**src/msc_pkg.sv**
```systemverilog
// package for the sa context / sequence block
// assumes a single core clock domain and apb register access
`default_nettype none
package msc_pkg;
   // apb byte addresses of the block's registers
   localparam logic [7:0] MSC_OFS_CTRL_WORD  = 8'h00;
   localparam logic [7:0] MSC_OFS_SEQ        = 8'h04;
   localparam logic [7:0] MSC_OFS_MASK       = 8'h08;
   localparam logic [7:0] MSC_OFS_SCI_LO     = 8'h0c;
   localparam logic [7:0] MSC_OFS_SCI_HI     = 8'h10;
   localparam logic [7:0] MSC_OFS_THRESH     = 8'h14;
   localparam logic [7:0] MSC_OFS_IRQ        = 8'h18;
   localparam logic [7:0] MSC_OFS_STATUS     = 8'h1c;
   // control word field positions
   localparam int MSC_TOP_LSB    = 0;
   localparam int MSC_IV0_BIT    = 5;
   localparam int MSC_IV1_BIT    = 6;
   localparam int MSC_IV2_BIT    = 7;
   localparam int MSC_UPD_BIT    = 13;
   localparam int MSC_IVFMT_BIT  = 14;
   localparam int MSC_ENCA_BIT   = 15;
   localparam int MSC_KEY_BIT    = 16;
   localparam int MSC_ALG_LSB    = 17;
   localparam int MSC_DIG_LSB    = 21;
   localparam int MSC_AUTH_LSB   = 23;
   localparam int MSC_AN_LSB     = 26;
   localparam int MSC_SEQT_LSB   = 28;
   localparam int MSC_MASKP_BIT  = 30;
   localparam int MSC_CID_BIT    = 31;
   // reserved bits 12:8 and 20 read back as zero
   localparam logic [31:0] MSC_CTRL_RSVD = 32'h0010_1f00;
   // field codes
   localparam logic [3:0] MSC_TOP_EGR    = 4'h6;
   localparam logic [3:0] MSC_TOP_IGR    = 4'hf;
   localparam logic [2:0] MSC_ALG_CTR128 = 3'h5;
   localparam logic [2:0] MSC_ALG_CTR256 = 3'h7;
   localparam logic [1:0] MSC_SEQT_32    = 2'h1;
   // interrupt status bit positions
   localparam int MSC_IRQ_THR_BIT = 4;
   localparam int MSC_IRQ_ROL_BIT = 5;
   // reset values
   localparam logic [31:0] MSC_RST_CTRL   = 32'h0000_0000;
   localparam logic [31:0] MSC_RST_SEQ    = 32'h0000_0000;
   localparam logic [31:0] MSC_RST_MASK   = 32'h0000_0000;
   localparam logic [31:0] MSC_RST_THRESH = 32'hffff_ffff;
   // egress sequence ceiling, at which the context is frozen
   localparam logic [31:0] MSC_SEQ_MAX    = 32'h0fff_ffff;

   typedef enum logic [1:0] {
      MSC_CIPH_NONE,
      MSC_CIPH_AES128,
      MSC_CIPH_AES256
   } msc_cipher_t;
endpackage
`default_nettype wire

```
**src/msc_sa_context.sv**
```systemverilog
// sa transform context: control word decode, egress/ingress sequence handling,
// replay check and crypto-engine sequence interrupts.
// assumes apb master on core_clk; one packet request pulse at a time.
//
// How it works
// - bits 13..16 all one for macsec; packets refused otherwise
// - cipher from bits 19:17: 101b aes-ctr-128, 111b aes-ctr-256
// - association number bits 27:26 sent out on egress; 00b for ingress
// - sequence type 01b: 32-bit numbers, mask is replay window
// - bit 30 says mask present: zero egress, one ingress
// - reserved bits 12:8 and 20 written zero, read zero
// - egress sequence holds next pn minus one, incremented per packet
// - rollover past 0xfffffff flags error and leaves context unchanged
// - mask is replay window, reset zero means strict ordering
// - 64-bit sci from two little-endian words, always presented
// - pn at or above context with update bit: store pn plus one
// - pn inside replay window: accept, no context change
// - pn below window: replay fail flag, no context change
// - egress increment above threshold sets interrupt status bit 4
// - egress increment wrapping to zero sets interrupt status bit 5
// - packet type 0110b egress or 1111b ingress; others invalid
// - packet processing changes only the sequence number field and the irq status bits
//
// Local design decisions: register access over APB and the register offsets.
`timescale 1ns/1ps
`default_nettype none
module msc_sa_context
   import msc_pkg::*;
(
   input  wire logic        core_clk,
   input  wire logic        arst_n,
   input  wire logic        psel,
   input  wire logic        penable,
   input  wire logic        pwrite,
   input  wire logic [7:0]  paddr,
   input  wire logic [31:0] pwdata,
   output logic             pready,
   output logic [31:0]      prdata,
   output logic             pslverr,
   input  wire logic        pkt_valid,
   input  wire logic [31:0] pkt_pn,
   output logic             res_valid,
   output logic             res_pass,
   output logic             seq_error,
   output logic             replay_fail_flag,
   output logic             ctx_invalid,
   output logic [31:0]      tx_pn,
   output logic [1:0]       tx_an,
   output logic [63:0]      sci_value,
   output logic [1:0]       cipher_sel,
   output logic             seq_in_iv_enable,
   output logic             iv_word1_present,
   output logic             iv_word2_present,
   output logic             crypto_irq
);
   // ---------------------------------------------------------------
   // state
   // ---------------------------------------------------------------
   typedef struct packed {
      logic [31:0] ctrl;
      // egress: last number sent; ingress: next number expected
      logic [31:0] seq;
      // replay window, only read on ingress
      logic [31:0] mask;
      logic [31:0] sci_lo;
      logic [31:0] sci_hi;
      logic [31:0] seq_threshold_value;
      // crypto-engine interrupt status (write one to clear) and enables
      logic [5:0]  irq_stat;
      logic [5:0]  irq_en;
      // read data captured in the setup cycle
      logic [31:0] prdata;
      // result pulse, then the flags that stand until the next packet
      logic        res_valid;
      logic        res_pass;
      logic        seq_error;
      logic        replay_fail;
      logic        ctx_invalid;
      // number given to the last egress packet that passed
      logic [31:0] tx_pn;
   } msc_state_t;

   msc_state_t st;
   msc_state_t next_st;

   // ---------------------------------------------------------------
   // helpers
   // ---------------------------------------------------------------
   function automatic msc_cipher_t msc_cipher(input logic [2:0] alg);
      msc_cipher = MSC_CIPH_NONE;
      if (alg == MSC_ALG_CTR128) begin
         msc_cipher = MSC_CIPH_AES128;
      end else if (alg == MSC_ALG_CTR256) begin
         msc_cipher = MSC_CIPH_AES256;
      end
   endfunction

   function automatic logic msc_hit(input logic [7:0] a, input logic [7:0] ofs);
      msc_hit = (a == ofs);
   endfunction

   // inside the replay window; a negative lower edge means every number fits
   function automatic logic msc_in_window(input logic [31:0] pn, input logic [32:0] low);
      msc_in_window = ({1'b0, pn} >= low) || low[32];
   endfunction

   // irq register image: enables in the upper half, status in the lower
   function automatic logic [31:0] msc_irq_word(input logic [5:0] en, input logic [5:0] stat);
      msc_irq_word = {10'h000, en, 10'h000, stat};
   endfunction

   // status register image: result flags above the context direction
   function automatic logic [31:0] msc_status_word(input logic [4:0] flags);
      msc_status_word = {27'h0000000, flags};
   endfunction

   logic [3:0]  ptype;
   logic        is_egr;
   logic        is_igr;
   logic        macsec_ok;
   logic        apb_wr;
   logic        apb_rd;
   logic [32:0] win_low;
   logic [31:0] seq_inc;
   logic        mapped;

   // ---------------------------------------------------------------
   // control word fields
   // ---------------------------------------------------------------
   // one decode of the stored word serves the packet path and the pins
   logic [2:0]  f_alg;
   logic [1:0]  f_an;
   logic [1:0]  f_seqt;
   logic        f_upd;
   logic        f_ivfmt;
   logic        f_enca;
   logic        f_key;
   logic        f_maskp;

   assign f_alg     = st.ctrl[MSC_ALG_LSB +: 3];
   assign f_an      = st.ctrl[MSC_AN_LSB +: 2];
   assign f_seqt    = st.ctrl[MSC_SEQT_LSB +: 2];
   assign f_upd     = st.ctrl[MSC_UPD_BIT];
   assign f_ivfmt   = st.ctrl[MSC_IVFMT_BIT];
   assign f_enca    = st.ctrl[MSC_ENCA_BIT];
   assign f_key     = st.ctrl[MSC_KEY_BIT];
   assign f_maskp   = st.ctrl[MSC_MASKP_BIT];

   // the direction needs both the packet type and the mask-present bit,
   // so a record built for one direction cannot run as the other
   assign ptype     = st.ctrl[MSC_TOP_LSB +: 4];
   assign is_egr    = (ptype == MSC_TOP_EGR) && !f_maskp;
   assign is_igr    = (ptype == MSC_TOP_IGR) && f_maskp;
   // a missing transform bit, a wrong sequence type or an unknown cipher
   // leaves the record unusable
   assign macsec_ok = f_upd && f_ivfmt && f_enca && f_key && (f_seqt == MSC_SEQT_32)
                      && (msc_cipher(f_alg) != MSC_CIPH_NONE);
   assign apb_wr    = psel && penable && pwrite;
   // read data is captured in the setup cycle and stands through the access phase
   assign apb_rd    = psel && !penable && !pwrite;
   // lower window edge kept 33 bits wide so a large mask cannot wrap upward
   assign win_low   = {1'b0, st.seq} - {1'b0, st.mask};
   assign seq_inc   = st.seq + 32'h0000_0001;
   assign mapped    = msc_hit(paddr, MSC_OFS_CTRL_WORD) || msc_hit(paddr, MSC_OFS_SEQ)
                      || msc_hit(paddr, MSC_OFS_MASK) || msc_hit(paddr, MSC_OFS_SCI_LO)
                      || msc_hit(paddr, MSC_OFS_SCI_HI) || msc_hit(paddr, MSC_OFS_THRESH)
                      || msc_hit(paddr, MSC_OFS_IRQ) || msc_hit(paddr, MSC_OFS_STATUS);

   // ---------------------------------------------------------------
   // next state
   // ---------------------------------------------------------------
   // one packet result per cycle of pkt_valid, one cycle later.
   // egress: the stored word is one below the number to send; the
   // ceiling stops the count and freezes the context, so every later
   // egress packet on it reports the same sequence error until software
   // installs a fresh association.
   // ingress: a number at or above the stored word passes and may move it
   // forward; one below it passes only inside the replay window.
   // register writes come after the packet path so that, in a cycle with
   // both, a status bit a packet raises from zero survives a clear in that cycle.
   always_comb begin
      next_st           = st;
      next_st.res_valid = 1'b0;
      // packet processing; of the registers only the sequence word and the irq status are written here
      if (pkt_valid) begin
         next_st.res_valid   = 1'b1;
         next_st.res_pass    = 1'b0;
         next_st.seq_error   = 1'b0;
         next_st.replay_fail = 1'b0;
         next_st.ctx_invalid = 1'b0;
         if (!macsec_ok || !(is_egr || is_igr)) begin
            // a broken record is never allowed to touch the sequence word
            next_st.ctx_invalid = 1'b1;
         end else if (is_egr) begin
            if (st.seq == MSC_SEQ_MAX) begin
               // frozen at the ceiling: nothing is stored, so the error repeats
               next_st.seq_error = 1'b1;
            end else begin
               next_st.seq      = seq_inc;
               next_st.tx_pn    = seq_inc;
               next_st.res_pass = 1'b1;
               // the new value is compared, since it is the increment that crosses
               if (seq_inc > st.seq_threshold_value) begin
                  next_st.irq_stat[MSC_IRQ_THR_BIT] = 1'b1;
               end
            end
            // a wrap from the all-ones word is still reported as a rollover
            if (st.seq == 32'hffff_ffff) begin
               next_st.irq_stat[MSC_IRQ_ROL_BIT] = 1'b1;
            end
         end else begin
            if (pkt_pn >= st.seq) begin
               // newest number so far: pass, and move forward if allowed
               next_st.res_pass = 1'b1;
               if (f_upd) begin
                  next_st.seq = pkt_pn + 32'h0000_0001;
               end
            end else if (msc_in_window(pkt_pn, win_low)) begin
               // late but inside the window: accepted, context left alone
               next_st.res_pass = 1'b1;
            end else begin
               next_st.replay_fail = 1'b1;
            end
         end
      end
      // register writes; status bits a packet raised from zero above win over clears
      if (apb_wr) begin
         case (paddr)
            MSC_OFS_CTRL_WORD: begin
               // reserved bits are never stored, so they cannot leak into a decode
               next_st.ctrl = pwdata & ~MSC_CTRL_RSVD;
            end
            MSC_OFS_SEQ: begin
               // a packet in the same cycle owns the sequence word; the write
               // is dropped rather than merged with the packet's update
               if (!pkt_valid) begin
                  next_st.seq = pwdata;
               end
            end
            MSC_OFS_MASK: begin
               next_st.mask = pwdata;
            end
            MSC_OFS_SCI_LO: begin
               next_st.sci_lo = pwdata;
            end
            MSC_OFS_SCI_HI: begin
               next_st.sci_hi = pwdata;
            end
            MSC_OFS_THRESH: begin
               next_st.seq_threshold_value = pwdata;
            end
            MSC_OFS_IRQ: begin
               // low half: write-one-to-clear status, upper half: enables
               // a bit raised from zero by a packet in this very cycle is kept
               next_st.irq_stat = next_st.irq_stat & ~(pwdata[5:0] & ~(next_st.irq_stat & ~st.irq_stat));
               next_st.irq_en   = pwdata[21:16];
            end
            default: ;
         endcase
      end
      if (apb_rd) begin
         case (paddr)
            MSC_OFS_CTRL_WORD: begin
               next_st.prdata = st.ctrl & ~MSC_CTRL_RSVD;
            end
            MSC_OFS_SEQ: begin
               next_st.prdata = st.seq;
            end
            MSC_OFS_MASK: begin
               next_st.prdata = st.mask;
            end
            MSC_OFS_SCI_LO: begin
               next_st.prdata = st.sci_lo;
            end
            MSC_OFS_SCI_HI: begin
               next_st.prdata = st.sci_hi;
            end
            MSC_OFS_THRESH: begin
               next_st.prdata = st.seq_threshold_value;
            end
            MSC_OFS_IRQ: begin
               next_st.prdata = msc_irq_word(st.irq_en, st.irq_stat);
            end
            MSC_OFS_STATUS: begin
               next_st.prdata = msc_status_word({st.ctx_invalid, st.replay_fail, st.seq_error, is_igr, is_egr});
            end
            default: begin
               // unmapped reads return zero alongside the slave error
               next_st.prdata = 32'h0000_0000;
            end
         endcase
      end
   end

   // ---------------------------------------------------------------
   // registers
   // ---------------------------------------------------------------
   always_ff @(posedge core_clk or negedge arst_n) begin
      if (!arst_n) begin
         st                     <= '0;
         st.ctrl                <= MSC_RST_CTRL;
         st.seq                 <= MSC_RST_SEQ;
         st.mask                <= MSC_RST_MASK;
         // all-ones threshold: no interrupt before software programs one
         st.seq_threshold_value <= MSC_RST_THRESH;
      end else begin
         st <= next_st;
      end
   end

   // ---------------------------------------------------------------
   // outputs
   // ---------------------------------------------------------------
   // every access completes in its first access cycle: no wait states
   assign pready           = 1'b1;
   // the error is only shown during the access phase of an unmapped word
   assign pslverr          = psel && penable && !mapped;
   // result pins mirror registered state; res_valid pulses, the flags stand until the next packet
   assign prdata           = st.prdata;
   assign res_valid        = st.res_valid;
   assign res_pass         = st.res_pass;
   assign seq_error        = st.seq_error;
   assign replay_fail_flag = st.replay_fail;
   assign ctx_invalid      = st.ctx_invalid;
   assign tx_pn            = st.tx_pn;
   // the association number only means something on egress
   assign tx_an            = is_egr ? f_an : 2'h0;
   assign sci_value        = {st.sci_hi, st.sci_lo};
   assign cipher_sel       = msc_cipher(f_alg);
   // iv presence bits pass through as stored; software is trusted to set them
   assign seq_in_iv_enable = f_ivfmt;
   assign iv_word1_present = st.ctrl[MSC_IV0_BIT];
   assign iv_word2_present = st.ctrl[MSC_IV1_BIT];
   assign crypto_irq       = |(st.irq_stat & st.irq_en);
endmodule
`default_nettype wire

```
**config.mk**
```make
export PLATFORM = sky130hd
export DESIGN_NAME = msc_sa_context
export DESIGN_NICKNAME = d
export VERILOG_FILES = /design/src/msc_pkg.sv /design/src/msc_sa_context.sv
export SDC_FILE = /design/constraint.sdc
export NUM_CORES = 1
export LEC_CHECK = 0
export ABC_AREA = 1
export CAP_MARGIN = 0
export CORE_MARGIN = 10
export CORE_UTILIZATION = 31
export DETAILED_ROUTE_END_ITERATION = 16
export DONT_BUFFER_PORTS = 1
export PLACE_DENSITY = 0.47
export SETUP_SLACK_MARGIN = 0.2
export SLEW_MARGIN = 20
export SYNTH_ARGS = -nofsm -noshare
export SYNTH_HDL_FRONTEND = slang
export SYNTH_SLANG_ARGS = --single-unit
```
**constraint.sdc**
```tcl
create_clock -name core_clk -period 7.5 [get_ports core_clk]
set_clock_uncertainty 0.1 [all_clocks]
set_input_delay 1.5 -clock core_clk [delete_from_list [all_inputs] [get_ports core_clk]]
set_output_delay 1.5 -clock core_clk [all_outputs]
set_load 0.02 [all_outputs]
```
==> results of run 1 <==
layer usage:
layer  vias to the layer above  GRT usage (%)
li1                       8317              -
met1                      8674           30.7
met2                       646           36.7
met3                        84           4.76
met4                         6           4.60
met5                         -              0
final timing paths:
| path | from | endpoint | slack [ns] | cells after the start |
|---|---|---|---|---|
| max in group asynchronous | arst_n | st[210]$_DFF_PN0_ | 6.08 | 0 |
| worst max-delay path | st[209]$_DFF_PN0_ | res_pass$_DFFE_PN0P_ | 2.33 | 22 |
| min in group asynchronous | arst_n | prdata[27]$_DFFE_PN0P_ | 0.53 | 0 |
| worst min register to register | st[272]$_DFFE_PN0P_ | st[272]$_DFFE_PN0P_ | 0.39 | 2 |
| worst max register to register | st[209]$_DFF_PN0_ | res_pass$_DFFE_PN0P_ | 2.33 | 22 |
| worst min-delay path | st[272]$_DFFE_PN0P_ | st[272]$_DFFE_PN0P_ | 0.39 | 2 |
final cells by class:
cell class | count | area share (%)
Multi-Input combinational cell | 1850 | 49.7
Timing Repair Buffer | 21 | 0.778
Clock buffer | 41 | 4.26
Tap cell | 837 | 5.17
Inverter | 332 | 6.15
Clock inverter | 15 | 0.747
Sequential cell | 267 | 33.2
registers in the layout (all words and copies together), names as in the netlist, 2 cells and up:
register	flops
f_an	2
f_seqt	2
ptype	4
st	116
f_alg	3
tx_pn	32
prdata	32
sci_value	64
synthesized netlist by cell type, types with 6 or more instances:
master	count	area, µm²
nand2_2	10	62.6
xor2_1	43	377
buf_2	26	130
o2111ai_1	11	96.3
xnor2_1	27	236
nor3_1	37	185
o221ai_1	8	70.1
nand2_1	715	2680
a22oi_1	7	52.6
o21ai_0	323	1620
nor4_1	9	56.3
nand3_1	75	375
buf_4	130	976
o22ai_1	14	87.6
nand3b_1	6	45.0
ha_1	130	1630
clkbuf_1	64	240
a221oi_1	17	149
dfstp_2	32	841
nand4_1	46	288
o31ai_1	8	60.1
a21oi_1	144	721
nor2_1	132	495
o211ai_1	15	113
inv_1	324	1220
inv_2	6	22.5
o21a_1	9	67.6
dfrtp_1	235	5880
o21ai_1	6	30.0
o21ai_2	9	78.8
o21bai_1	6	45.0
worst min-delay path: stages, from the launching register on:
cell and delay (ns):
dfrtp_1 0.34, nand2_1 0.05, o21ai_0 0.06
report_power, final:
group,internal (mW),switching [mW]
logic,0.158,0.306
registers,1.46,0.0308
clock network,0.880,0.665
cell usage in the layout (no fill, tap or decap), drive strengths merged, types with 4 or more instances in the layout:
master	netlist	final
clkinv	2	10
mux2	4	4
buf	162	21
nand3	77	77
xor2	44	44
xnor2	27	27
o21bai	6	6
nand2	726	726
a221oi	17	17
a21o	4	4
o22ai	14	14
o31ai	8	8
clkbuf	68	41
a22oi	7	7
nor2	140	140
o21a	9	9
dfrtp	235	235
nor3b	4	4
nand3b	6	6
a21oi	144	144
inv	330	333
o21ai	338	338
o211ai	15	15
ha	130	130
o2111ai	11	11
dfstp	32	32
nand4	48	48
o221ai	8	8
nor4	10	10
nor3	41	41
cell families after synthesis:
family          share of synthesized area (%)
simple gates                             22.9
xor+xnor                                 3.24
compound gates                           16.8
fa+ha+maj                                8.47
flops                                    34.6
buf+inv                                  13.8
other cells                            0.0193
mux                                     0.232
per-stage QoR:
step / utilization, % / worst slack [ns]
floorplan: - / 3.87
global placement: 31.1 / 2.22
detailed placement: 31.1 / 2.08
CTS: 32.7 / 2.49
global route: 32.7 / 2.09
finish: 32.7 / 2.33
==> out/qor.csv, run 1 <==
metric,value,unit
grt_overflow_total,0,
finalWirelength,86.3,mm
die_height,270,µm
cts.root.buffer_cell,clkbuf_16,
vias_in_the_first_global_route,17200,
synth.net_count,2888,
vdd_ir_drop_max,149,µV
post-cts-setup-buffers,0,
io_pins,221,
hold_viol_final,0,
dpl.hpwl,68.5,mm
gpl.final_weighted_congestion,0.964,
fill_cells,6818,
grt_start_max_net_pins,268,
wl_met1,38.4,mm
detailedRoute.firstPassIterationCount,5,
final_net_count,2711,
path_cells,inv_2 -> ha_1 -> inv_1 -> fa_1 -> nand3_1 -> nand3_1 -> a21oi_1 -> o21ai_0 -> buf_4 -> a21oi_1 -> o21ai_0 -> a21oi_1 -> xor2_1 -> ha_1 -> nand2_1 -> nor2_1 -> nand4_1 -> nor4_1 -> nor3_1 -> nand3_1 -> nand2_1 -> nand2_1,
worst_hold_class,reg -> reg,
yosys_register_bits,267,
cp.arrival,5.58,ns
total_clock_buffers_created_by_cts,30,
ys_types,54,
finalSetupViolations,0,
slew_viol_final,0,
grt_use_total,22.7,%
initial_utilization,31.4,%
post_syn_area,19400,µm²
num_antenna_cells,0,
antenna_found_initial,3,
power.total,3.50,mW
num_vias,17700,
total_drc_errors_in_the_routed_layout,0,
layout.cells.non_filler,3363,
post_layout_min_period,5.17,ns
required,7.91,ns
synthesis.area_per_instance,7.26,µm²
synth_sequential_area_ratio,34.6,%
wl_per_cell,25.7,µm
post-route-period-util,68.9,%
timing_worst_slew_pin_value,1.02,ns
avgViaCountPerCell,5.27,
async_set_or_reset_register_ratio_after_synthesis,100,%
ctsResizeCount,0,
drive_above_1_share,6.41,%
routed-wl-met2,39.3,mm
grt_first_pass_wirelength,124,mm
met3RoutedLength,6.97,mm
worst_setup_hold_path_clk_slew,0.06,ns
fin_area,20300,µm²
yosys_warnings,0,
ys_dominant_reg_cell,dfrtp_1,
run_status,completed,
placement.io_buffers,0,
critical-path-top-delay-family,simple AND/OR/NAND/NOR gates,
worstPathBufferInverterCount,3,
route.antenna.remaining_nets,0,
cts_tree,yes,
synthesis.instances,2679,
timing.setup.tns,0,ns
crit_fanout,11,
number_of_enable_flip_flop_cells_after_synthesis,0,
layout.area.seq,6720,µm²
timing.critical_path.slowest_cell_delay,0.60,ns
area_growth,4.18,%
maxClockFrequency,0.194,GHz
floorplan.core_area,61900,µm²
timing.critical_path.to_type,register,
rsz0062_at_grt,false,
multiInputGateArea,10100,µm²
setup.worst_path.class,reg -> reg,
dieArea,73100,µm²
post_dp_cell_area,19200,µm²
floorplan.die.width,270,µm
placed_cell_count,3307,
dr.first_iter.drc_count,1741,
critical-path-slowest-cell,dfrtp_1,
total_number_of_placement_rows,91,
clock-sinks,267,
kind_of_start_point_of_the_critical_path,register,
cts_max_path_buffers,3,
timing.max_slew.rel_slack,31.2,%
worstSkewPairLatency,0.59,ns
power-per-cell-area,173,nW/µm²
cts.htree.levels,1,
leakagePower,9.41,nW
fin_worst_hold_slack,0.387,ns
timing.max_cap.violations,0,
cts_hold_repair.buffers,0,
uppermost_layer_routed,met5,
Power figures use the tool's default switching activity.
==> inputs of run 2 (changes only) <==
clock period = 5 ns   (was 7.5 ns; I/O delays follow)
==> run 2 against run 1 <==
Register-to-register slack got worse by 1.7 ns. Sequential power increased by 50%. Utilization increased by 0.60 points. Cell count increased by 0.83%. Combinational power increased by 56%. Power increased by 59%. Routed wire length increased by 1.4%. Design area increased by 1.8%. Via count increased by 0.54%. Flip-flop and latch count unchanged. Critical path depth increased by 3. Largest power group unchanged.
==> out/qor.csv, run 2 (synthesis gave the netlist of run 1 again) <==
metric,value,unit,change
drive_above_1_share,7.13,%,+0.72 points
cpMostUsedCell,nand2_1,,
worst-r2r-cell-count,25,,+14%
vdd_ir_drop_max,200,µV,+34%
most_used_cells_in_the_layout_excluding_fill_and_tap_cells,"711 x nand2_1, 324 x inv_1, 323 x o21ai_0, 235 x dfrtp_1, 144 x a21oi_1",,
worst_setup_hold_path_clk_slew,0.08,ns,+0.02 ns
total_clock_buffers_created_by_cts,30,,unchanged
final.setup.worst_slack,0.669,ns,-1.66 ns
finalWirelength,87.5,mm,+1.4%
avgViaCountPerCell,5.26,,-0.29%
cp.arrival,4.73,ns,-0.85 ns
final_core_util,33.3,%,+0.60 points
hold_viol_final,0,,unchanged
final_net_count,2738,,+1.0%
dieArea,73100,µm²,unchanged
total_drc_errors_in_the_routed_layout,0,,unchanged
vias_in_the_first_global_route,17400,,+1.0%
worstSkewPairLatency,0.60,ns,about the same
cts_max_path_buffers,3,,unchanged
antenna_found_initial,2,,-1
maxClockFrequency,0.231,GHz,+19%
post-cts-setup-buffers,0,,unchanged
layout.cells.non_filler,3391,,+0.83%
fin_area,20600,µm²,+1.8%
kind_of_start_point_of_the_critical_path,register,,
rsz0062_at_grt,false,,
worst_hold_class,in -> async,,
grt_use_total,23.1,%,+0.43 points
fin_worst_hold_slack,0.0700,ns,-0.317 ns
placement.io_buffers,0,,unchanged
timing_worst_slew_pin_value,1.02,ns,-0.000647 ns
top_register,st,,
grt.met2_usage,37.2,%,+0.56 points
placed_cell_count,3325,,+0.54%
power-per-cell-area,269,nW/µm²,+56%
reg2reg_slack,0.67,ns,-1.66 ns
floorplan.core_area,61900,µm²,unchanged
detailedRoute.firstPassIterationCount,5,,unchanged
initial_utilization,31.4,%,unchanged
leakagePower,9.59,nW,+1.9%
timing.setup.tns,0,ns,unchanged
floorplan.die.width,270,µm,unchanged
grt_overflow_total,0,,unchanged
critical-path-slowest-cell,fa_1,,
slew_viol_final,0,,unchanged
fill_cells,6745,,-1.1%
post_layout_min_period,4.33,ns,-0.837 ns
global_routing_met3_resource_utilization,4.11,%,-0.65 points
crit_fanout,4,,-7
largest_reg_flops,116,,unchanged
met1_usage,31.6,%,+0.82 points
mostFrequentLayoutCell,nand2_1,,
dpl.hpwl,68.9,mm,+0.63%
cts_tree,yes,,
required,5.40,ns,-2.51 ns
die_height,270,µm,unchanged
power.total,5.55,mW,+59%
route.antenna.remaining_nets,0,,unchanged
cts.root.buffer_cell,clkbuf_16,,
finalSetupViolations,0,,unchanged
dr.first_iter.drc_count,1730,,-0.63%
grt_first_pass_wirelength,126,mm,+2.0%
setup.worst_path.class,reg -> reg,,
area_growth,6.11,%,
gpl.final_weighted_congestion,0.945,,-2.0%
post-route-period-util,86.6,%,+18 points
place_ws,0.674,ns,-1.41 ns
timing.critical_path.to_type,register,,
grt_start_max_net_pins,150,,-44%
timing.critical_path.slowest_cell_delay,0.41,ns,-0.19 ns
post_dp_cell_area,19400,µm²,+0.69%
grt_most_used_layer,met2,,
timing.max_slew.rel_slack,31.7,%,+0.51 points
clock-sinks,267,,unchanged
num_vias,17800,,+0.54%
wl_per_cell,25.8,µm,+0.59%
total_number_of_placement_rows,91,,unchanged
io_pins,221,,unchanged
run_status,completed,,
cts.htree.levels,1,,unchanged
timing.max_cap.violations,0,,unchanged
## run 2: area by class of cell
type / instances / area [µm²] / share of cell area, %
diodes: 1 / 2.50 / 0.0121
well taps: 837 / 1050 / 5.08
clock inverters: 22 / 370 / 1.80
flip-flops and latches: 267 / 6720 / 32.6
repair buffers: 48 / 400 / 1.94
inverters: 332 / 1250 / 6.04
clock buffers: 34 / 776 / 3.76
multi-input cells: 1850 / 10100 / 48.8
## run 2: worst paths after layout
check                                     from                         to
setup / recovery             st[209]$_DFF_PN0_       res_pass$_DFFE_PN0P_
setup reg to reg             st[209]$_DFF_PN0_       res_pass$_DFFE_PN0P_
min in group core_clk                pkt_valid        res_valid$_DFF_PN0_
hold / removal                          arst_n         st[70]$_DFFE_PN0P_
hold reg to reg            st[200]$_DFFE_PN0P_        st[200]$_DFFE_PN0P_
max in group asynchronous               arst_n  sci_value[54]$_DFFE_PN0P_
## run 2: worst max-delay path: cells and delay by family, from the launching register on
| kind | cells | cell delay [ns] |
|---|---|---|
| compound gates | 8 | 1.81 |
| xor+xnor | 1 | 0.17 |
| fa+ha+maj | 3 | 0.82 |
| buf+inv | 2 | 0.17 |
| flops | 1 | 0.38 |
| simple gates | 11 | 0.78 |
## run 2: what timing repair did
item,in CTS,in global routing
endpoints found under the hold margin,75,5
resized for setup,0,0
hold buffers,8,1
## run 2: power by group
part | switching, mW | internal (mW) | leakage (nW)
Sequential | 0.0427 | 2.19 | 3.54
Combinational | 0.476 | 0.248 | 5.50
Clock | 1.00 | 1.59 | 0.544
Total | 1.52 | 4.03 | 9.59
## run 2: layer usage
layer  vias up  share of wire, %
met5         -                 0
met4         0               2.5
met3        87               7.4
met2       618                45
met1      8740                45
li1       8378                 -
